--- src/logic/sie_defs.vh ---
// constants for the stage interrupt enable block
// assumes a 32-bit axi4-lite register bus and a 25 MHz clock
`ifndef SIE_DEFS_VH
`define SIE_DEFS_VH

// ----------------------------------------
// register indices and byte addresses
// ----------------------------------------
`define SIE_IDX_HIGH_EN      12'h006
`define SIE_IDX_DONE_EN      12'h007
`define SIE_IDX_STATUS       12'h020
`define SIE_IDX_MASK         12'h021
`define SIE_ADDR_W           14
`define SIE_ADDR_HIGH_EN     14'h0018
`define SIE_ADDR_DONE_EN     14'h001c
`define SIE_ADDR_STATUS      14'h0080
`define SIE_ADDR_MASK        14'h0084

// ----------------------------------------
// field layout and reset values
// ----------------------------------------
`define SIE_STAGES           12
`define SIE_HIGH_USED        16'h0f00
`define SIE_DONE_USED        16'h0fff
`define SIE_BIT_LIMIT_A      9
`define SIE_EN_RESET         16'h0000
`define SIE_MASK_RESET       2'h3
`define SIE_STAT_RESET       2'h0
`define SIE_PEND_RESET       12'h000
`define SIE_STAGE_MSB        11
`define SIE_EV_HIGH          0
`define SIE_EV_DONE          1
`define SIE_RESP_OKAY        2'h0
`define SIE_RESP_SLVERR      2'h2

`endif

--- src/logic/sie_stage_irq.v ---
// stage interrupt enables: threshold and conversion-done sources onto int_n
// assumes stage conditions are synchronous level/pulse inputs on clk
//
// The implementer's own choice: register access over AXI4-Lite.
`timescale 1ns/1ps
`include "sie_defs.vh"

module sie_stage_irq (
   input  wire                   clk,
   input  wire                   rst_n,
   input  wire [`SIE_ADDR_W-1:0] awaddr,
   input  wire                   awvalid,
   output wire                   awready,
   input  wire [31:0]            wdata,
   input  wire [3:0]             wstrb,
   input  wire                   wvalid,
   output wire                   wready,
   output wire [1:0]             bresp,
   output wire                   bvalid,
   input  wire                   bready,
   input  wire [`SIE_ADDR_W-1:0] araddr,
   input  wire                   arvalid,
   output wire                   arready,
   output wire [31:0]            rdata,
   output wire [1:0]             rresp,
   output wire                   rvalid,
   input  wire                   rready,
   input  wire [11:0]            highLimit,
   input  wire                   limitA,
   input  wire [11:0]            convDone,
   output wire                   int_n,
   output wire                   irq
);

   reg  [15:0]            highEn_r;
   reg  [15:0]            doneEn_r;
   reg  [1:0]             status_r;
   reg  [1:0]             mask_r;
   reg  [11:0]            donePend_r;
   wire                   wrStb;
   wire [`SIE_ADDR_W-1:0] wrAddr;
   wire [31:0]            wrData;
   wire [3:0]             wrStrb;
   wire                   rdStb;
   wire [`SIE_ADDR_W-1:0] rdAddr;
   reg  [31:0]            rdData;
   reg                    rdOk;
   reg                    wrOk;
   wire [11:0]            highSrc;
   wire                   highHit;
   wire                   doneHit;
   wire [11:0]            doneNew;
   wire                   srcAny;
   wire                   rdStatus;

   // byte-lane merge of a 16-bit register under write strobes
   function [15:0] laneMerge;
      input [15:0] old;
      input [31:0] data;
      input [3:0]  strb;
      begin
         laneMerge[7:0]  = strb[0] ? data[7:0]  : old[7:0];
         laneMerge[15:8] = strb[1] ? data[15:8] : old[15:8];
      end
   endfunction

   sie_axil_slave u_bus (
      .clk     (clk),
      .rst_n   (rst_n),
      .awaddr  (awaddr),
      .awvalid (awvalid),
      .awready (awready),
      .wdata   (wdata),
      .wstrb   (wstrb),
      .wvalid  (wvalid),
      .wready  (wready),
      .bresp   (bresp),
      .bvalid  (bvalid),
      .bready  (bready),
      .araddr  (araddr),
      .arvalid (arvalid),
      .arready (arready),
      .rdata   (rdata),
      .rresp   (rresp),
      .rvalid  (rvalid),
      .rready  (rready),
      .wrStb   (wrStb),
      .wrAddr  (wrAddr),
      .wrData  (wrData),
      .wrStrb  (wrStrb),
      .wrOk    (wrOk),
      .rdStb   (rdStb),
      .rdAddr  (rdAddr),
      .rdData  (rdData),
      .rdOk    (rdOk)
   );

   // ----------------------------------------
   // address decode
   // ----------------------------------------
   always @* begin
      wrOk = 1'b1;
      if (wrAddr == `SIE_ADDR_HIGH_EN) begin
         wrOk = 1'b1;
      end else if (wrAddr == `SIE_ADDR_DONE_EN) begin
         wrOk = 1'b1;
      end else if (wrAddr == `SIE_ADDR_MASK) begin
         wrOk = 1'b1;
      end else if (wrAddr == `SIE_ADDR_STATUS) begin
         wrOk = 1'b1;
      end else begin
         wrOk = 1'b0;
      end
   end

   always @* begin
      rdData = 32'h00000000;
      rdOk   = 1'b1;
      if (rdAddr == `SIE_ADDR_HIGH_EN) begin
         rdData = {16'h0000, highEn_r};
      end else if (rdAddr == `SIE_ADDR_DONE_EN) begin
         rdData = {16'h0000, doneEn_r};
      end else if (rdAddr == `SIE_ADDR_STATUS) begin
         rdData = {30'h00000000, status_r};
      end else if (rdAddr == `SIE_ADDR_MASK) begin
         rdData = {30'h00000000, mask_r};
      end else begin
         rdOk = 1'b0;
      end
   end

   assign rdStatus = rdStb && (rdAddr == `SIE_ADDR_STATUS);

   // ----------------------------------------
   // enable and mask registers
   // ----------------------------------------
   // unused bits (high enable 7:0 and 15:12, done enable 15:12) are not stored, so a careless host write cannot arm them
   always @(posedge clk or negedge rst_n) begin
      if (!rst_n) begin
         highEn_r <= `SIE_EN_RESET;
         doneEn_r <= `SIE_EN_RESET;
         mask_r   <= `SIE_MASK_RESET;
      end else if (wrStb) begin
         if (wrAddr == `SIE_ADDR_HIGH_EN) begin
            highEn_r <= laneMerge(highEn_r, wrData, wrStrb) & `SIE_HIGH_USED;
         end else if (wrAddr == `SIE_ADDR_DONE_EN) begin
            doneEn_r <= laneMerge(doneEn_r, wrData, wrStrb) & `SIE_DONE_USED;
         end else if (wrAddr == `SIE_ADDR_MASK) begin
            if (wrStrb[0]) begin
               mask_r <= wrData[1:0];
            end
         end
      end
   end

   // ----------------------------------------
   // sources
   // ----------------------------------------
   // bit 9 watches the stage 10 low limit rather than a stage 9 high limit
   assign highSrc = {highLimit[11:10], limitA, highLimit[8:0]};
   assign highHit = |(highSrc & highEn_r[`SIE_STAGE_MSB:0]);
   // enabled completions this cycle, shared by pending and status logic
   assign doneNew = convDone & doneEn_r[`SIE_STAGE_MSB:0];

   // completion is a pulse, held pending until software reads status
   always @(posedge clk or negedge rst_n) begin
      if (!rst_n) begin
         donePend_r <= `SIE_PEND_RESET;
      end else if (rdStatus) begin
         donePend_r <= doneNew;
      end else begin
         donePend_r <= donePend_r | doneNew;
      end
   end

   assign doneHit = |donePend_r;
   assign srcAny  = highHit || doneHit;
   assign int_n   = !srcAny;

   // ----------------------------------------
   // sticky status, cleared by read; set wins
   // ----------------------------------------
   always @(posedge clk or negedge rst_n) begin
      if (!rst_n) begin
         status_r <= `SIE_STAT_RESET;
      end else begin
         status_r[`SIE_EV_HIGH] <= (status_r[`SIE_EV_HIGH] && !rdStatus) || highHit;
         status_r[`SIE_EV_DONE] <= (status_r[`SIE_EV_DONE] && !rdStatus) || (|doneNew);
      end
   end

   assign irq = |(status_r & ~mask_r);

endmodule // sie_stage_irq

--- src/logic/sie_axil_slave.v ---
// axi4-lite slave front end: accepts one write and one read at a time
// assumes a single clock and a master that keeps valid until taken
`timescale 1ns/1ps
`include "sie_defs.vh"

module sie_axil_slave (
   input  wire                   clk,
   input  wire                   rst_n,
   input  wire [`SIE_ADDR_W-1:0] awaddr,
   input  wire                   awvalid,
   output wire                   awready,
   input  wire [31:0]            wdata,
   input  wire [3:0]             wstrb,
   input  wire                   wvalid,
   output wire                   wready,
   output reg  [1:0]             bresp,
   output reg                    bvalid,
   input  wire                   bready,
   input  wire [`SIE_ADDR_W-1:0] araddr,
   input  wire                   arvalid,
   output wire                   arready,
   output reg  [31:0]            rdata,
   output reg  [1:0]             rresp,
   output reg                    rvalid,
   input  wire                   rready,
   output wire                   wrStb,
   output wire [`SIE_ADDR_W-1:0] wrAddr,
   output wire [31:0]            wrData,
   output wire [3:0]             wrStrb,
   input  wire                   wrOk,
   output wire                   rdStb,
   output wire [`SIE_ADDR_W-1:0] rdAddr,
   input  wire [31:0]            rdData,
   input  wire                   rdOk
);

   reg                   awHave_r;
   reg                   wHave_r;
   reg [`SIE_ADDR_W-1:0] awAddr_r;
   reg [31:0]            wData_r;
   reg [3:0]             wStrb_r;

   // ----------------------------------------
   // write channels, taken in either order
   // ----------------------------------------
   assign awready = !awHave_r && !bvalid;
   assign wready  = !wHave_r && !bvalid;
   assign wrStb   = awHave_r && wHave_r;
   assign wrAddr  = awAddr_r;
   assign wrData  = wData_r;
   assign wrStrb  = wStrb_r;

   always @(posedge clk or negedge rst_n) begin
      if (!rst_n) begin
         awHave_r <= 1'b0;
         wHave_r  <= 1'b0;
         awAddr_r <= {`SIE_ADDR_W{1'b0}};
         wData_r  <= 32'h00000000;
         wStrb_r  <= 4'h0;
         bvalid   <= 1'b0;
         bresp    <= `SIE_RESP_OKAY;
      end else begin
         if (awvalid && awready) begin
            awHave_r <= 1'b1;
            awAddr_r <= awaddr;
         end
         if (wvalid && wready) begin
            wHave_r <= 1'b1;
            wData_r <= wdata;
            wStrb_r <= wstrb;
         end
         if (wrStb) begin
            awHave_r <= 1'b0;
            wHave_r  <= 1'b0;
            bvalid   <= 1'b1;
            bresp    <= wrOk ? `SIE_RESP_OKAY : `SIE_RESP_SLVERR;
         end else if (bvalid && bready) begin
            bvalid <= 1'b0;
         end
      end
   end

   // ----------------------------------------
   // read channel
   // ----------------------------------------
   assign arready = !rvalid;
   assign rdStb   = arvalid && arready;
   assign rdAddr  = araddr;

   always @(posedge clk or negedge rst_n) begin
      if (!rst_n) begin
         rvalid <= 1'b0;
         rdata  <= 32'h00000000;
         rresp  <= `SIE_RESP_OKAY;
      end else if (rdStb) begin
         rvalid <= 1'b1;
         rdata  <= rdData;
         rresp  <= rdOk ? `SIE_RESP_OKAY : `SIE_RESP_SLVERR;
      end else if (rvalid && rready) begin
         rvalid <= 1'b0;
      end
   end

endmodule // sie_axil_slave

--- config.mk ---
export PLATFORM = sky130hd
export DESIGN_NAME = sie_stage_irq
export DESIGN_NICKNAME = d
export VERILOG_FILES = /design/src/logic/sie_stage_irq.v /design/src/logic/sie_axil_slave.v
export VERILOG_INCLUDE_DIRS = /design/src /design/src/logic
export SDC_FILE = /design/constraint.sdc
export NUM_CORES = 1
export LEC_CHECK = 0
export ABC_AREA = 0
export BUFFER_PORTS_ARGS = -buffer_cell sky130_fd_sc_hd__buf_2
export CAP_MARGIN = 20
export CORE_MARGIN = 2
export CORE_UTILIZATION = 48
export DETAILED_ROUTE_END_ITERATION = 10
export GPL_TIMING_DRIVEN = 0
export HOLD_SLACK_MARGIN = 0.1
export PLACE_DENSITY_LB_ADDON = 0.15
export SLEW_MARGIN = 20
export SYNTH_ARGS = -nofsm -noshare
export SYNTH_HDL_FRONTEND = slang
export SYNTH_SLANG_ARGS = --single-unit
export TNS_END_PERCENT = 20
--- constraint.sdc ---
create_clock -name clk -period 2 [get_ports clk]
set_input_delay 0 -clock clk [delete_from_list [all_inputs] [get_ports clk]]
set_output_delay 0 -clock clk [all_outputs]
set_load 0.05 [all_outputs]
==> impl_metrics.py <==
metrics = {
    "detailed_routing": {
        "drt-total-wl_mm": 7.44,
        "drt-initial-drc-count": 83,
        "ant_nets": 0,
        "drcViolationCount": 0,
        "wl_per_cell_um": 14.2,
        "routed-via-count": 2546,
        "drt_pass1_iterations": 4,
        "viasPerCell": 4.87,
    },
    "grt": {
        "antenna_found_initial": 0,
        "grt_max_degree": 53,
        "first_global_vias": 2512,
        "track_usage": 0.200,
        "grt_pass1_wl_mm": 11.7,
        "overflow": 0,
    },
    "final_layout": {
        "register_area_um2": 1960,
        "drive_gt1_frac": 0.433,
        "fill_cells": 482,
        "final_core_util": 0.702,
        "syn2layout_area_growth_pct": 41.1,
        "num_antenna_cells": 0,
        "stdcell_count": 523,
        "nNetsFinal": 519,
        "multi_input_area_um2": 1320,
        "stdcell_area_um2": 4770,
    },
    "power": {
        "leakage_nw": 2.42,
        "p_sw_mw": 1.44,
        "pwr-share-seq": 0.460,
        "internal-power_mw": 3.28,
        "sw_frac_of_total": 0.306,
        "power_per_cell_area_nw_per_um2": 991,
        "finalPower_mw": 4.73,
        "clkPwrFrac": 0.277,
        "p_comb_frac": 0.263,
        "peakVddDrop_v": 0.000850,
    },
    "synthesis": {
        "netlist_area_um2": 3380,
        "synth_cell_types": 39,
        "synth_ff_type": "dfrtp_1",
        "syn_area_per_cell_um2": 13.2,
        "yosysSeqAreaShare": 0.578,
        "synth_edf_count": 0,
        "synth-seq-cells": 78,
        "synthArstFlopShare": 1.00,
        "netlist_instances": 257,
        "synth_warnings": 0,
    },
    "die": {
        "die_w_um": 87.9,
        "ios": 139,
        "rows": 30,
        "die_area_um2": 7730,
        "core_um2": 6790,
        "die_y_um": 87.9,
        "initial_core_util": 0.498,
    },
    "setup_path": {
        "crit_path_end_kind": "flop",
        "cpMostUsedCell": "buf_2",
        "worst_ep_required_time_ps": 2230,
        "cp_max_fo": 10,
        "crit_buf_inv": 2,
        "path_cells": "and2b_1 -> nand3_2 -> or3_1 -> buf_2 -> buf_2 -> a22o_1",
        "cp.arrival_ps": 2080,
        "crit_path_start_kind": "flop",
        "crit_type": "flop to flop",
        "cpLargestDelayFamily": "simple AND/OR/NAND/NOR gates",
        "crit_path_max_incr_delay_ps": 390,
        "slowest_stage": "dfrtp_1",
    },
    "clocking": {
        "clk_latency_ps": 340,
        "root_buffer": "clkbuf_8",
        "cts_setup_buffers": 0,
        "htree_levels": 3,
        "clock_sinks": 78,
        "clockBufferDepth": 2,
        "cts_tree": "yes",
        "cts.clk_slew.worst_paths_ps": 80,
        "numCtsBuffers": 9,
    },
    "placement": {
        "numPortBuffers": 85,
        "post-place-cells": 460,
        "hpwl_mm": 5.07,
        "gp_congestion": 0.822,
        "place_ws_ps": 105,
        "post_dp_cell_area_um2": 4050,
    },
    "timing": {
        "min_period_ps": 1860,
        "hold_viol_final": 0,
        "fin_ws_ps": 144,
        "clock.fmax_mhz": 539,
        "hold_ws_ps": 109,
        "report.final.slew_viol_count": 0,
        "setup_viol": 0,
        "fin_setup_tns_ps": 0,
        "finalCritPeriodShare": 0.928,
        "fin_skew_ps": 6.21,
        "grt_setup_unrepaired": "no",
    },
    "job": {
        "maxCapViolations": 0,
    },
    "worst_hold_path": {
        "worstHoldPathType": "input pin to flop",
    },
    "status": {
        "outcome": "finished clean",
    },
}
cell usage in the layout (no fill, tap or decap), drive strengths merged, types with 3 or more instances in the layout:
| cell type | instances |
|---|---|
| nand2 | 7 |
| dfrtp | 76 |
| a21o | 4 |
| a22oi | 8 |
| mux2 | 46 |
| nand3 | 4 |
| a22o | 19 |
| nor4 | 7 |
| a221o | 4 |
| and2 | 3 |
| conb | 22 |
| inv | 7 |
| nor2 | 9 |
| clkbuf | 13 |
| buf | 113 |
| nor2b | 5 |
| dlygate4sd3 | 48 |
worst min-delay path, cell delays in order:
cell	delay (ps)
buf_2	70
nor4_1	40
nand3_2	110
nand2b_1	110
o21ai_0	70
registers in the layout (all words and copies together), names as in the netlist, 2 cells and up:
name	flops
status_r	2
u_bus.wrStrb	2
u_bus.wrAddr	14
donePend_r	12
u_bus.wrData	12
u_bus.rdata	12
mask_r	2
highEn_r	4
doneEn_r	12
final timing paths:
check,endpoint,depth (start not counted),startpoint,slack [ps]
hold / removal,u_bus.rdata[1],5,araddr[12],110
setup reg to reg,donePend_r[5],6,u_bus.rvalid,140
min in group asynchronous,u_bus.rresp[1],2,rst_n,120
setup / recovery,donePend_r[5],6,u_bus.rvalid,140
max in group asynchronous,mask_r[0],3,rst_n,1250
hold reg to reg,u_bus.rdata[1],2,u_bus.rdata[1],480
kinds of logic after synthesis:
group | synth area share
buf+inv | 0.0662
simple gates | 0.0851
flops | 0.578
mux | 0.159
compound gates | 0.111
other cells | 0.00111
synth_stat cells, drive strengths merged, types with 2 or more instances:
cell,number,area (um2)
clkbuf,2,7.51
mux2i,2,20.0
dfstp,2,52.6
nand3,4,25.0
nand4,2,12.5
o21ai,2,10.0
inv,7,26.3
a21oi,2,10.0
a21o,4,30.0
nand2,7,26.3
a221o,4,40.0
nor4,7,50.1
o22ai,2,12.5
a22o,19,166
and2b,2,15.0
and3,2,12.5
a22oi,8,60.1
and2,3,18.8
nor2,9,33.8
mux2,46,518
nor2b,5,31.3
dfrtp,76,1900
buf,27,190
routing by layer:
metal / part of all wire / track usage / vias up
li1: - / - / 1238
met5: 0 / 0 / -
met3: 0.058 / 0.0481 / 8
met4: 0.012 / 0.0699 / 0
met2: 0.47 / 0.330 / 94
met1: 0.46 / 0.261 / 1206
layout make-up:
cell class                      instances  area share
Clock buffer                           11      0.0317
Inverter                                7     0.00551
Tap cell                               96      0.0252
Timing Repair Buffer                  134       0.196
Sequential cell                        78       0.410
Buffer                                 29      0.0414
Clock inverter                          4      0.0147
Multi-Input combinational cell        164       0.276
power groups by stage:
stage               combinational [mW]  clock, mW  sequential, mW
global placement                  1.13          0            2.17
detailed placement                1.17          0            2.19
floorplan                        0.880          0            2.16
global route                      1.35       1.41            2.22
CTS                               1.25       1.34            2.16
finish                            1.24       1.31            2.17
what timing repair did:
action,in CTS,in global routing
hold buffers,48,0
gates resized for setup,0,3
setup endpoints to repair,0,23
hold endpoints to repair,121,0
No activity file was read; power rests on OpenSTA's default activity.
